### config.mk
export PLATFORM = sky130hd
export DESIGN_NAME = sld_top
export DESIGN_NICKNAME = d
export VERILOG_FILES = /design/src/shared/sld_pkg.sv /design/src/hdl/sld_ram.sv /design/src/hdl/sld_top.sv
export SDC_FILE = /design/constraint.sdc
export NUM_CORES = 1
export LEC_CHECK = 0
export BUFFER_PORTS_ARGS = -buffer_cell sky130_fd_sc_hd__buf_2
export CORE_MARGIN = 2
export CORE_UTILIZATION = 55
export CTS_BUF_LIST = sky130_fd_sc_hd__clkbuf_4 sky130_fd_sc_hd__clkbuf_8
export CTS_CLUSTER_SIZE = 20
export DETAILED_ROUTE_END_ITERATION = 8
export GPL_TIMING_DRIVEN = 0
export PLACE_DENSITY = 0.71
export RECOVER_POWER = 25
export SYNTH_ARGS = -nofsm -noshare
export SYNTH_HDL_FRONTEND = slang
export SYNTH_SLANG_ARGS = --single-unit
### constraint.sdc
create_clock -name aclk -period 2.7 [get_ports aclk]
set_input_delay 0.27 -clock aclk [delete_from_list [all_inputs] [get_ports aclk]]
set_output_delay 0.27 -clock aclk [all_outputs]
set_load 0.02 [all_outputs]
### src/shared/sld_pkg.sv
// constants for the segment lcd driver: register map, fields, timing
// assumes a 50 MHz aclk and an axi4-lite register bus
`default_nettype none
package sld_pkg;
	// ****************************************
	// register map
	// ****************************************
	// printed offsets are not word multiples: index kept, byte = 4 * index
	localparam logic [11:0] VOLT_IDX      = 12'h089;
	localparam logic [11:0] MODE_IDX      = 12'h0CB;
	localparam logic [11:0] RAM_IDX_BASE  = 12'h500;
	localparam logic [13:0] VOLT_ADDR     = {VOLT_IDX, 2'b00};
	localparam logic [13:0] MODE_ADDR     = {MODE_IDX, 2'b00};
	localparam logic [13:0] RAM_ADDR_BASE = {RAM_IDX_BASE, 2'b00};
	localparam int          RAM_WORDS     = 32;
	localparam logic [7:0]  MODE_RESET    = 8'h00;
	localparam logic [7:0]  VOLT_RESET    = 8'h00;
	localparam logic [7:0]  MODE_MASK     = 8'h0F;
	localparam logic [7:0]  VOLT_MASK     = 8'h3F;
	// ****************************************
	// field positions
	// ****************************************
	localparam int MODE_RCCLK_BIT = 3;
	localparam int MODE_SHARE_BIT = 2;
	localparam int MODE_BIAS_BIT  = 1;
	localparam int MODE_ON_BIT    = 0;
	localparam int VOLT_CK_HI     = 5;
	localparam int VOLT_CK_LO     = 4;
	localparam int VOLT_LV_HI     = 3;
	localparam int VOLT_LV_LO     = 1;
	localparam int VOLT_PUMP_BIT  = 0;
	// ****************************************
	// timing
	// ****************************************
	localparam int CLK_HZ        = 50000000;
	localparam int LOSC_HZ       = 32768;
	localparam int FRAME_HZ      = 64;
	localparam int PHASES        = 4;
	// ticks of the low-speed clock per common phase
	localparam int LOSC_PER_PHASE = LOSC_HZ / (FRAME_HZ * PHASES);
	// pump clock dividers of the 32768 Hz source: 32k,16k,4k,1k
	localparam int PUMP_DIV0 = 1;
	localparam int PUMP_DIV1 = 2;
	localparam int PUMP_DIV2 = 8;
	localparam int PUMP_DIV3 = 32;
	// ****************************************
	// bus responses
	// ****************************************
	localparam logic [1:0] RESP_OKAY   = 2'b00;
	localparam logic [1:0] RESP_SLVERR = 2'b10;
	// drive level codes (2 bits) of one lcd pin
	localparam logic [1:0] LVL_GND = 2'b00;
	localparam logic [1:0] LVL_V1  = 2'b01;
	localparam logic [1:0] LVL_V2  = 2'b10;
	localparam logic [1:0] LVL_TOP = 2'b11;
	typedef enum logic [1:0] {
		SLD_IDLE = 2'b00,
		SLD_RUN  = 2'b01
	} sld_seq_e;
endpackage : sld_pkg
`default_nettype wire

### src/hdl/sld_ram.sv
// display memory, 32 bytes, one per segment; registered read port
// assumes one write and one read port on aclk; scan port is registered too
`default_nettype none
module sld_ram
	import sld_pkg::*;
(
	input  wire logic       aclk,
	input  wire logic       we,
	input  wire logic [4:0] waddr,
	input  wire logic [7:0] wdata,
	input  wire logic [4:0] raddr,
	output logic      [7:0] rdata,
	output logic      [RAM_WORDS*4-1:0] dots
);
	logic [7:0] mem [RAM_WORDS];

	// ****************************************
	// storage
	// ****************************************
	// no reset: contents are undefined at power up, as in a real ram
	always_ff @(posedge aclk) begin
		if (we) begin
			mem[waddr] <= wdata;
		end
		rdata <= mem[raddr];
	end

	// low nibble of every byte feeds the scan; upper nibble is ignored
	always_ff @(posedge aclk) begin
		for (int i = 0; i < RAM_WORDS; i++) begin
			dots[i*4 +: 4] <= mem[i][3:0];
		end
	end
endmodule : sld_ram
`default_nettype wire

### src/hdl/sld_top.sv
// segment lcd driver: axi4-lite registers, display ram, common scan
// assumes aclk at 50 MHz and a 32768 Hz low-speed clock on losc_pin
//
// The AXI4-Lite interface to the registers is this design's own decision.
`default_nettype none
module sld_top
	import sld_pkg::*;
(
	input  wire logic        aclk,
	input  wire logic        aresetn,
	input  wire logic [13:0] s_axi_awaddr,
	input  wire logic        s_axi_awvalid,
	output logic             s_axi_awready,
	input  wire logic [31:0] s_axi_wdata,
	input  wire logic [3:0]  s_axi_wstrb,
	input  wire logic        s_axi_wvalid,
	output logic             s_axi_wready,
	output logic      [1:0]  s_axi_bresp,
	output logic             s_axi_bvalid,
	input  wire logic        s_axi_bready,
	input  wire logic [13:0] s_axi_araddr,
	input  wire logic        s_axi_arvalid,
	output logic             s_axi_arready,
	output logic      [31:0] s_axi_rdata,
	output logic      [1:0]  s_axi_rresp,
	output logic             s_axi_rvalid,
	input  wire logic        s_axi_rready,
	input  wire logic        losc_pin,
	output logic      [7:0]  common_lines,
	output logic      [63:0] segment_line,
	output logic             port3_segment_share,
	output logic             losc_rc_sel,
	output logic             panel_half_bias,
	output logic      [1:0]  pump_clock_sel,
	output logic      [2:0]  pump_level_sel,
	output logic             pump_enable,
	output logic             pump_clk_en
);
	// ****************************************
	// register bus
	// ****************************************
	logic [7:0]  panel_mode_reg;
	logic [7:0]  pump_voltage_reg;
	logic [13:0] aw_addr;
	logic        aw_held;
	logic [31:0] w_data;
	logic        w_strb0;
	logic        w_held;
	logic        ram_we;
	logic [4:0]  ram_waddr;
	logic [7:0]  ram_rdata;
	logic [4:0]  ram_raddr;
	logic [RAM_WORDS*4-1:0] dots;
	logic [13:0] ar_addr;
	logic        rd_wait;
	logic        rd_late;
	logic        wr_ram_hit;
	logic        wr_hit;
	logic        rd_ram_hit;
	logic        panel_driver_on;

	assign panel_driver_on = panel_mode_reg[MODE_ON_BIT];
	// ram spans 32 words from the base; bits 6:2 pick the segment
	assign wr_ram_hit = (aw_addr[13:7] == RAM_ADDR_BASE[13:7]);
	assign wr_hit     = wr_ram_hit || aw_addr == MODE_ADDR
		|| aw_addr == VOLT_ADDR;
	assign rd_ram_hit = (ar_addr[13:7] == RAM_ADDR_BASE[13:7]);

	// write address and data held independently, in either order
	always_ff @(posedge aclk) begin
		if (!aresetn) begin
			aw_held <= 1'b0;
			w_held  <= 1'b0;
			aw_addr <= '0;
			w_data  <= '0;
			w_strb0 <= 1'b0;
		end else if (aw_held && w_held && !s_axi_bvalid) begin
			aw_held <= 1'b0;
			w_held  <= 1'b0;
		end else begin
			if (s_axi_awvalid && s_axi_awready) begin
				aw_held <= 1'b1;
				aw_addr <= s_axi_awaddr;
			end
			if (s_axi_wvalid && s_axi_wready) begin
				w_held  <= 1'b1;
				w_data  <= s_axi_wdata;
				w_strb0 <= s_axi_wstrb[0];
			end
		end
	end

	// ready only while the slot is empty and no response waits
	always_ff @(posedge aclk) begin
		if (!aresetn) begin
			s_axi_awready <= 1'b0;
			s_axi_wready  <= 1'b0;
		end else begin
			s_axi_awready <= !aw_held && !s_axi_bvalid
				&& !(s_axi_awvalid && s_axi_awready);
			s_axi_wready  <= !w_held && !s_axi_bvalid
				&& !(s_axi_wvalid && s_axi_wready);
		end
	end

	// commit and respond; unmapped writes are answered with slverr
	always_ff @(posedge aclk) begin
		if (!aresetn) begin
			s_axi_bvalid <= 1'b0;
			s_axi_bresp  <= RESP_OKAY;
		end else if (aw_held && w_held && !s_axi_bvalid) begin
			s_axi_bvalid <= 1'b1;
			s_axi_bresp  <= wr_hit ? RESP_OKAY : RESP_SLVERR;
		end else if (s_axi_bready) begin
			s_axi_bvalid <= 1'b0;
		end
	end

	// control registers; unused high bits stay zero
	always_ff @(posedge aclk) begin
		if (!aresetn) begin
			panel_mode_reg   <= MODE_RESET;
			pump_voltage_reg <= VOLT_RESET;
		end else if (aw_held && w_held && !s_axi_bvalid && w_strb0) begin
			if (aw_addr == MODE_ADDR) begin
				panel_mode_reg <= w_data[7:0] & MODE_MASK;
			end
			if (aw_addr == VOLT_ADDR) begin
				pump_voltage_reg <= w_data[7:0] & VOLT_MASK;
			end
		end
	end

	assign ram_we    = aw_held && w_held && !s_axi_bvalid && w_strb0
		&& wr_ram_hit;
	assign ram_waddr = aw_addr[6:2];

	// read channel: address taken, ram read next cycle, answer after that;
	// the extra stage keeps the registered ram output from being stale
	always_ff @(posedge aclk) begin
		if (!aresetn) begin
			s_axi_arready <= 1'b0;
			ar_addr       <= '0;
			rd_wait       <= 1'b0;
			rd_late       <= 1'b0;
		end else begin
			s_axi_arready <= !rd_wait && !rd_late && !s_axi_rvalid
				&& !(s_axi_arvalid && s_axi_arready);
			rd_late       <= rd_wait;
			if (s_axi_arvalid && s_axi_arready) begin
				ar_addr <= s_axi_araddr;
				rd_wait <= 1'b1;
			end else if (rd_wait) begin
				rd_wait <= 1'b0;
			end
		end
	end
	assign ram_raddr = ar_addr[6:2];

	always_ff @(posedge aclk) begin
		if (!aresetn) begin
			s_axi_rvalid <= 1'b0;
			s_axi_rdata  <= '0;
			s_axi_rresp  <= RESP_OKAY;
		end else if (rd_late) begin
			s_axi_rvalid <= 1'b1;
			s_axi_rresp  <= RESP_OKAY;
			if (rd_ram_hit) begin
				s_axi_rdata <= {24'h000000, ram_rdata};
			end else if (ar_addr == MODE_ADDR) begin
				s_axi_rdata <= {24'h000000, panel_mode_reg};
			end else if (ar_addr == VOLT_ADDR) begin
				s_axi_rdata <= {24'h000000, pump_voltage_reg};
			end else begin
				s_axi_rdata <= '0;
				s_axi_rresp <= RESP_SLVERR;
			end
		end else if (s_axi_rready) begin
			s_axi_rvalid <= 1'b0;
		end
	end

	sld_ram u_ram (
		.aclk  (aclk),
		.we    (ram_we),
		.waddr (ram_waddr),
		.wdata (w_data[7:0]),
		.raddr (ram_raddr),
		.rdata (ram_rdata),
		.dots  (dots)
	);

	// ****************************************
	// control outputs
	// ****************************************
	always_ff @(posedge aclk) begin
		if (!aresetn) begin
			losc_rc_sel         <= 1'b0;
			port3_segment_share <= 1'b0;
			panel_half_bias     <= 1'b0;
			pump_clock_sel      <= 2'b00;
			pump_level_sel      <= 3'b000;
			pump_enable         <= 1'b0;
		end else begin
			losc_rc_sel         <= panel_mode_reg[MODE_RCCLK_BIT];
			port3_segment_share <= panel_mode_reg[MODE_SHARE_BIT];
			panel_half_bias     <= panel_mode_reg[MODE_BIAS_BIT];
			pump_clock_sel      <=
				pump_voltage_reg[VOLT_CK_HI:VOLT_CK_LO];
			pump_level_sel      <=
				pump_voltage_reg[VOLT_LV_HI:VOLT_LV_LO];
			pump_enable         <= pump_voltage_reg[VOLT_PUMP_BIT];
		end
	end

	// ****************************************
	// low-speed clock sampling
	// ****************************************
	logic [2:0] losc_sync;
	logic       losc_tick;

	// two flops before use; third flop only for edge detection
	always_ff @(posedge aclk) begin
		if (!aresetn) begin
			losc_sync <= 3'b000;
		end else begin
			losc_sync <= {losc_sync[1:0], losc_pin};
		end
	end
	assign losc_tick = losc_sync[1] && !losc_sync[2];

	// pump clock enable: 32768 Hz divided by 1, 2, 8 or 32
	logic [4:0] pump_div;
	logic [4:0] pump_last;
	always_comb begin
		case (pump_clock_sel)
			2'b00:   pump_last = 5'(PUMP_DIV0 - 1);
			2'b01:   pump_last = 5'(PUMP_DIV1 - 1);
			2'b10:   pump_last = 5'(PUMP_DIV2 - 1);
			default: pump_last = 5'(PUMP_DIV3 - 1);
		endcase
	end
	// pulse runs only with the pump on; the analog pump is outside
	always_ff @(posedge aclk) begin
		if (!aresetn) begin
			pump_div    <= '0;
			pump_clk_en <= 1'b0;
		end else begin
			pump_clk_en <= 1'b0;
			if (!pump_enable) begin
				pump_div <= '0;
			end else if (losc_tick) begin
				if (pump_div >= pump_last) begin
					pump_div    <= '0;
					pump_clk_en <= 1'b1;
				end else begin
					pump_div <= pump_div + 5'd1;
				end
			end
		end
	end

	// ****************************************
	// frame sequencer
	// ****************************************
	sld_seq_e   seq_state;
	logic [6:0] phase_cnt;
	logic [1:0] phase;
	logic       invert;

	// 128 low-speed ticks per phase, 4 phases, alternating polarity
	// frames so the panel sees no dc; one frame = 512 ticks = 64 Hz
	always_ff @(posedge aclk) begin
		if (!aresetn) begin
			seq_state <= SLD_IDLE;
			phase_cnt <= '0;
			phase     <= 2'd0;
			invert    <= 1'b0;
		end else begin
			case (seq_state)
				SLD_IDLE: begin
					phase_cnt <= '0;
					phase     <= 2'd0;
					invert    <= 1'b0;
					if (panel_driver_on) begin
						seq_state <= SLD_RUN;
					end
				end
				SLD_RUN: begin
					if (!panel_driver_on) begin
						seq_state <= SLD_IDLE;
					end else if (losc_tick) begin
						if (phase_cnt == 7'(LOSC_PER_PHASE - 1)) begin
							phase_cnt <= '0;
							phase     <= phase + 2'd1;
							if (phase == 2'd3) begin
								invert <= !invert;
							end
						end else begin
							phase_cnt <= phase_cnt + 7'd1;
						end
					end
				end
				default: seq_state <= SLD_IDLE;
			endcase
		end
	end

	// ****************************************
	// pin drive levels
	// ****************************************
	// selected common at top (or gnd), others at the mid level;
	// segment on = opposite extreme, off = near level. half bias merges
	// v1 and v2 into one mid level
	logic [1:0] off_seg;
	logic [1:0] mid_com;
	assign mid_com = panel_half_bias ? LVL_V1 : (invert ? LVL_V2 : LVL_V1);
	assign off_seg = panel_half_bias ? LVL_V1 : (invert ? LVL_V1 : LVL_V2);

	always_ff @(posedge aclk) begin
		if (!aresetn) begin
			common_lines <= '0;
			segment_line <= '0;
		end else if (seq_state != SLD_RUN) begin
			common_lines <= '0;
			segment_line <= '0;
		end else begin
			for (int c = 0; c < PHASES; c++) begin
				if (phase == 2'(c)) begin
					common_lines[c*2 +: 2] <= invert ? LVL_GND : LVL_TOP;
				end else begin
					common_lines[c*2 +: 2] <= mid_com;
				end
			end
			for (int s = 0; s < RAM_WORDS; s++) begin
				if (s >= 24 && port3_segment_share) begin
					segment_line[s*2 +: 2] <= LVL_GND;
				end else if (dots[s*4 + phase]) begin
					segment_line[s*2 +: 2] <= invert ? LVL_TOP : LVL_GND;
				end else begin
					segment_line[s*2 +: 2] <= off_seg;
				end
			end
		end
	end

	// ****************************************
	// checks
	// ****************************************
	property p_off_quiet;
		@(posedge aclk) disable iff (!aresetn)
		!panel_driver_on ##1 !panel_driver_on |=> common_lines == 8'h00;
	endproperty
	a_off_quiet: assert property (p_off_quiet)
		else $error("outputs active while driver off");

	property p_bias_follow;
		@(posedge aclk) disable iff (!aresetn)
		1 |=> panel_half_bias == $past(panel_mode_reg[MODE_BIAS_BIT]);
	endproperty
	a_bias_follow: assert property (p_bias_follow)
		else $error("bias output does not follow mode register");

	property p_pump_follow;
		@(posedge aclk) disable iff (!aresetn)
		1 |=> pump_enable == $past(pump_voltage_reg[VOLT_PUMP_BIT])
			&& pump_level_sel == $past(pump_voltage_reg[3:1]);
	endproperty
	a_pump_follow: assert property (p_pump_follow)
		else $error("pump outputs do not follow voltage register");

	property p_phase_step;
		@(posedge aclk) disable iff (!aresetn)
		(seq_state == SLD_RUN && panel_driver_on && losc_tick
			&& phase_cnt == 7'd127) |=> phase == $past(phase) + 2'd1;
	endproperty
	a_phase_step: assert property (p_phase_step)
		else $error("common phase did not advance");

	property p_pump_quiet;
		@(posedge aclk) disable iff (!aresetn)
		!pump_enable |=> !pump_clk_en;
	endproperty
	a_pump_quiet: assert property (p_pump_quiet)
		else $error("pump clock runs while pump disabled");

	property p_idle_start;
		@(posedge aclk) disable iff (!aresetn)
		(seq_state == SLD_IDLE && panel_driver_on) |=> seq_state == SLD_RUN;
	endproperty
	a_idle_start: assert property (p_idle_start)
		else $error("sequencer did not start on enable");

	property p_share_gnd;
		@(posedge aclk) disable iff (!aresetn)
		port3_segment_share ##1 port3_segment_share
			|=> segment_line[63:48] == 16'h0000;
	endproperty
	a_share_gnd: assert property (p_share_gnd)
		else $error("shared segments still driven");

	property p_rc_follow;
		@(posedge aclk) disable iff (!aresetn)
		1 |=> losc_rc_sel == $past(panel_mode_reg[MODE_RCCLK_BIT]);
	endproperty
	a_rc_follow: assert property (p_rc_follow)
		else $error("clock type output does not follow mode register");
endmodule : sld_top
`default_nettype wire

==> tab_implementation.tex <==
\begin{tabular}{lr}
\hline
Metric & Value \\
\hline
\multicolumn{2}{l}{\textbf{Run status}} \\
\quad Outcome & finished, violations left \\
\quad Violations in the final reports & negative setup slack \\
\multicolumn{2}{l}{\textbf{Timing}} \\
\quad Slew headroom & 2.53\% \\
\quad Clock skew & 0.0234 ns \\
\quad Maximum clock frequency & 361 MHz \\
\quad RSZ-0062 raised after global routing & true \\
\quad Final sum of negative setup slack & -1.09 ns \\
\quad Worst Tran Pin Value & 1.46 ns \\
\quad Crit share post-route & 103\% \\
\quad Final number of max-transition violations & 0 \\
\quad Number of failing hold endpoints at the final stage & 0 \\
\quad Worst setup margin & -0.0688 ns \\
\quad Count of endpoints failing setup in the final report & 24 \\
\quad Final worst path period need & 2.77 ns \\
\multicolumn{2}{l}{\textbf{Die}} \\
\quad Starting density of the core & 56.0\% \\
\quad I/O Pins & 195 \\
\quad Row cnt & 69 \\
\quad Core Area & 35,700 um2 \\
\quad Die Footprint & 37,900 um2 \\
\quad Die extent in x & 195 um \\
\quad Height of the die & 195 um \\
\multicolumn{2}{l}{\textbf{Detailed routing}} \\
\quad Highest metal layer with signal wires & met4 \\
\quad Met2 wire length & 22,200 um \\
\quad Detailed router's first-iteration violation count & 883 \\
\quad Detailed route wirelength on metal3 & 3260 um \\
\quad Number of nets with antenna violations after detailed routing & 0 \\
\quad Overall via count from detail\_route & 12,300 \\
\quad Wire length after detailed routing & 46,300 um \\
\quad DRC viols & 0 \\
\quad Per-cell routed wire length & 20.7 um \\
\quad Number of iterations in the first detailed-routing pass & 5 \\
\quad Detailed-route vias per instance & 5.53 \\
\quad Met1 Wirelength & 19,500 um \\
\multicolumn{2}{l}{\textbf{Logic synthesis}} \\
\quad Share of the yosys chip area belonging to registers & 68.7\% \\
\quad Combined area of all synthesized cells & 20,000 um2 \\
\quad Number of synthesized flops with an enable pin & 256 \\
\quad Mean cell area of the mapped netlist & 14.3 um2 \\
\quad Most used flip-flop cell after synthesis & sky130\_fd\_sc\_hd\_\_dfxtp\_1 \\
\quad Commonest cells in the netlist & 303 x sky130\_fd\_sc\_hd\_\_dfxtp\_1, 256 x sky130\_fd\_sc\_hd\_\_edfxtp\_1, 112 x sky130\_fd\_sc\_hd\_\_nand2\_1, 92 x sky130\_fd\_sc\_hd\_\_a21oi\_1, 85 x sky130\_fd\_sc\_hd\_\_nor2\_1 \\
\quad Number of warning messages in the yosys log & 0 \\
\quad Count of cell types in the netlist & 61 \\
\quad Synth top area cells & sky130\_fd\_sc\_hd\_\_edfxtp\_1 38\%, sky130\_fd\_sc\_hd\_\_dfxtp\_1 30\%, sky130\_fd\_sc\_hd\_\_mux4\_2 8.3\% \\
\quad Cell count after synthesis & 1,403 \\
\quad Post-synthesis sequential element count & 559 \\
\quad Cell type with the largest total area after synthesis & sky130\_fd\_sc\_hd\_\_edfxtp\_1 \\
\quad Share of flip-flops with an asynchronous set or reset & 0\% \\
\quad Proportion of netlist area held by the largest area contributor & 38.4\% \\
\quad Top-count cell post-synth & sky130\_fd\_sc\_hd\_\_dfxtp\_1 \\
\multicolumn{2}{l}{\textbf{Finish}} \\
\quad Flip-flop count of the largest register after layout & 256 \\
\quad Layout fillers & 2,507 \\
\quad End-of-flow core utilization & 66.5\% \\
\quad Layout Cells excl Fill & 2,234 \\
\quad Net total in the final layout & 1,785 \\
\quad Top flop regs & u\_ram.mem x256, u\_ram.dots x88, segment\_line x64 \\
\quad Share of layout cells above drive strength 1 & 26.3\% \\
\quad Largest reg by FF count & u\_ram.mem \\
\quad Area Growth Syn to Fin & 18.8\% \\
\quad Area of all sequential standard cells & 13,800 um2 \\
\quad Footprint of the multi-input gates & 5780 um2 \\
\multicolumn{2}{l}{\textbf{Setup path}} \\
\quad Class of the most critical setup path & reg -> reg \\
\quad Arrival time of data at the critical path endpoint & 3.02 ns \\
\quad Kind of launch point of the worst setup path & register \\
\quad Critical path data required time & 2.95 ns \\
\quad Cell depth of the worst flop-to-flop path & 5 \\
\quad Nature of the critical path endpoint & register \\
\quad Worst Path Max Fanout & 10 \\
\quad Critical path origin & s\_axi\_bvalid \\
\quad Reg2Reg Setup Slack & -0.07 ns \\
\quad Critical path endpoint & u\_ram.mem[20][2] \\
\quad Worst reg2reg startpoint & s\_axi\_bvalid \\
\quad Worst reg2reg path endpoint & u\_ram.mem[20][2] \\
\multicolumn{2}{l}{\textbf{Power and ir drop}} \\
\quad Power density normalized to cell area & 709 nW/um2 \\
\quad Peak supply drop & 0.000412 V \\
\quad Static Leak & 8.51 nW \\
\multicolumn{2}{l}{\textbf{Placement}} \\
\quad DP Wirelength & 31,700 um \\
\quad Quantity of I/O buffers inserted on ports & 141 \\
\quad Global placer's final weighted congestion & 0.853 \\
\quad Inst Count DP & 2,030 \\
\multicolumn{2}{l}{\textbf{CTS}} \\
\quad Maximum root-to-sink buffer count & 3 \\
\quad Post-CTS clock slew at the launch and capture registers of the worst setup and hold paths & 0.06 ns \\
\quad Number of clock sinks seen by CTS & 559 \\
\quad Inserted Clock Buffers & 86 \\
\quad CTS tree & done \\
\quad Later-pin clock latency in the skew report & 0.64 ns \\
\quad Clock tree root buffer cell & sky130\_fd\_sc\_hd\_\_clkbuf\_8 \\
\quad Count of buffers added by post-CTS timing repair for setup & 0 \\
\quad Clock H-tree levels & 3 \\
\multicolumn{2}{l}{\textbf{Hold path}} \\
\quad Hold/Removal Path Class & in -> reg \\
\multicolumn{2}{l}{\textbf{Global route}} \\
\quad Maximum number of pins on one net before global-route repair & 35 \\
\quad Vias in the first global route & 12,300 \\
\quad Global-route wire length before repair & 70,300 um \\
\quad Initial antenna violation count & 0 \\
\quad Grt ovf & 0 \\
\quad Gr usage total & 24.5\% \\
\multicolumn{2}{l}{\textbf{Job}} \\
\quad Max-cap viol count & 0 \\
\hline
\end{tabular}
-- worst max-delay path: stages, from the launching register on --
cell,delay (ns)
sky130_fd_sc_hd__dfxtp_1,0.33
sky130_fd_sc_hd__nand3b_1,0.35
sky130_fd_sc_hd__and4bb_2,0.40
sky130_fd_sc_hd__and2_1,0.20
sky130_fd_sc_hd__nand4b_1,0.28
sky130_fd_sc_hd__nor2_1,0.82
-- logic make-up (layout without fill, tap and decap cells) --
group	after synthesis	in the layout	share of synthesized area (%)
xor+xnor	10	10	0.438
compound gates	207	207	6.63
fa+ha+maj	12	12	0.750
flops	559	559	68.7
simple gates	364	364	8.88
mux	123	123	11.3
buf+inv	127	471	3.28
other cells	1	27	0.0187
-- where the power goes --
part	total (mW)	internal, mW	switching (mW)	leakage (nW)
Combinational	0.579	0.253	0.326	2.88
Sequential	8.99	8.90	0.0945	4.64
Clock	7.28	4.13	3.15	0.991
Total	16.9	13.3	3.57	8.51
-- cell type report --
cell class	instances	area share [%]
clock buffer	141	7.24
buffer	109	2.48
clock inverter	18	0.526
multi-input combinational	742	24.3
inverter	18	0.284
timing repair buffer	185	4.82
antenna	1	0.0105
sequential	559	57.9
tap	461	2.43
-- worst min-delay path by stage --
stage,start,to,depth (start not counted)
after floorplan,u_ram.mem[3][2],dots[14],0
after global placement,u_ram.mem[11][3],u_ram.dots[47],0
after detailed placement,u_ram.mem[10][3],u_ram.dots[43],0
after CTS,aresetn,s_axi_awready,3
after global routing,aresetn,s_axi_awready,3
final,aresetn,s_axi_awready,3
-- metrics by stage --
| step | power (mW) | setup slack, ns | hold slack [ns] | instance area, um2 |
|---|---|---|---|---|
| finish | 16.9 | -0.0688 | 0.187 | 23800 |
| global route | 17.4 | -0.221 | 0.186 | 23800 |
| CTS | 16.9 | -0.118 | 0.00624 | 23700 |
| detailed placement | 9.69 | -0.0759 | 0.350 | 21400 |
| global placement | 9.68 | -0.0501 | 0.348 | 21400 |
| floorplan | 9.48 | 0.510 | 0.339 | 20100 |
-- metal layers --
layer | global-route usage [%] | vias up
met4 | 10.8 | 0
met3 | 4.32 | 81
met5 | 0 | -
met1 | 32.8 | 6034
li1 | - | 5710
met2 | 39.7 | 520
-- cell usage in the layout, fill, tap and decap left out, drive strengths merged, types with 13 or more instances in the layout --
master       count
a21boi          41
a21oi           92
buf            195
clkbuf         196
clkinv          13
conb            26
dfxtp          303
dlygate4sd3     44
edfxtp         256
inv             19
mux2i           43
mux4            80
nand2          112
nand2b          48
nand3           21
nor2            85
nor3            37
o21ai           15
-- what timing repair did --
item,in CTS,in global routing
gates resized for setup,4,28
hold endpoints to repair,43,0
hold buffers,44,0
setup endpoints to repair,70,230
pin swaps,0,1
(Power assumes the default switching activity.)
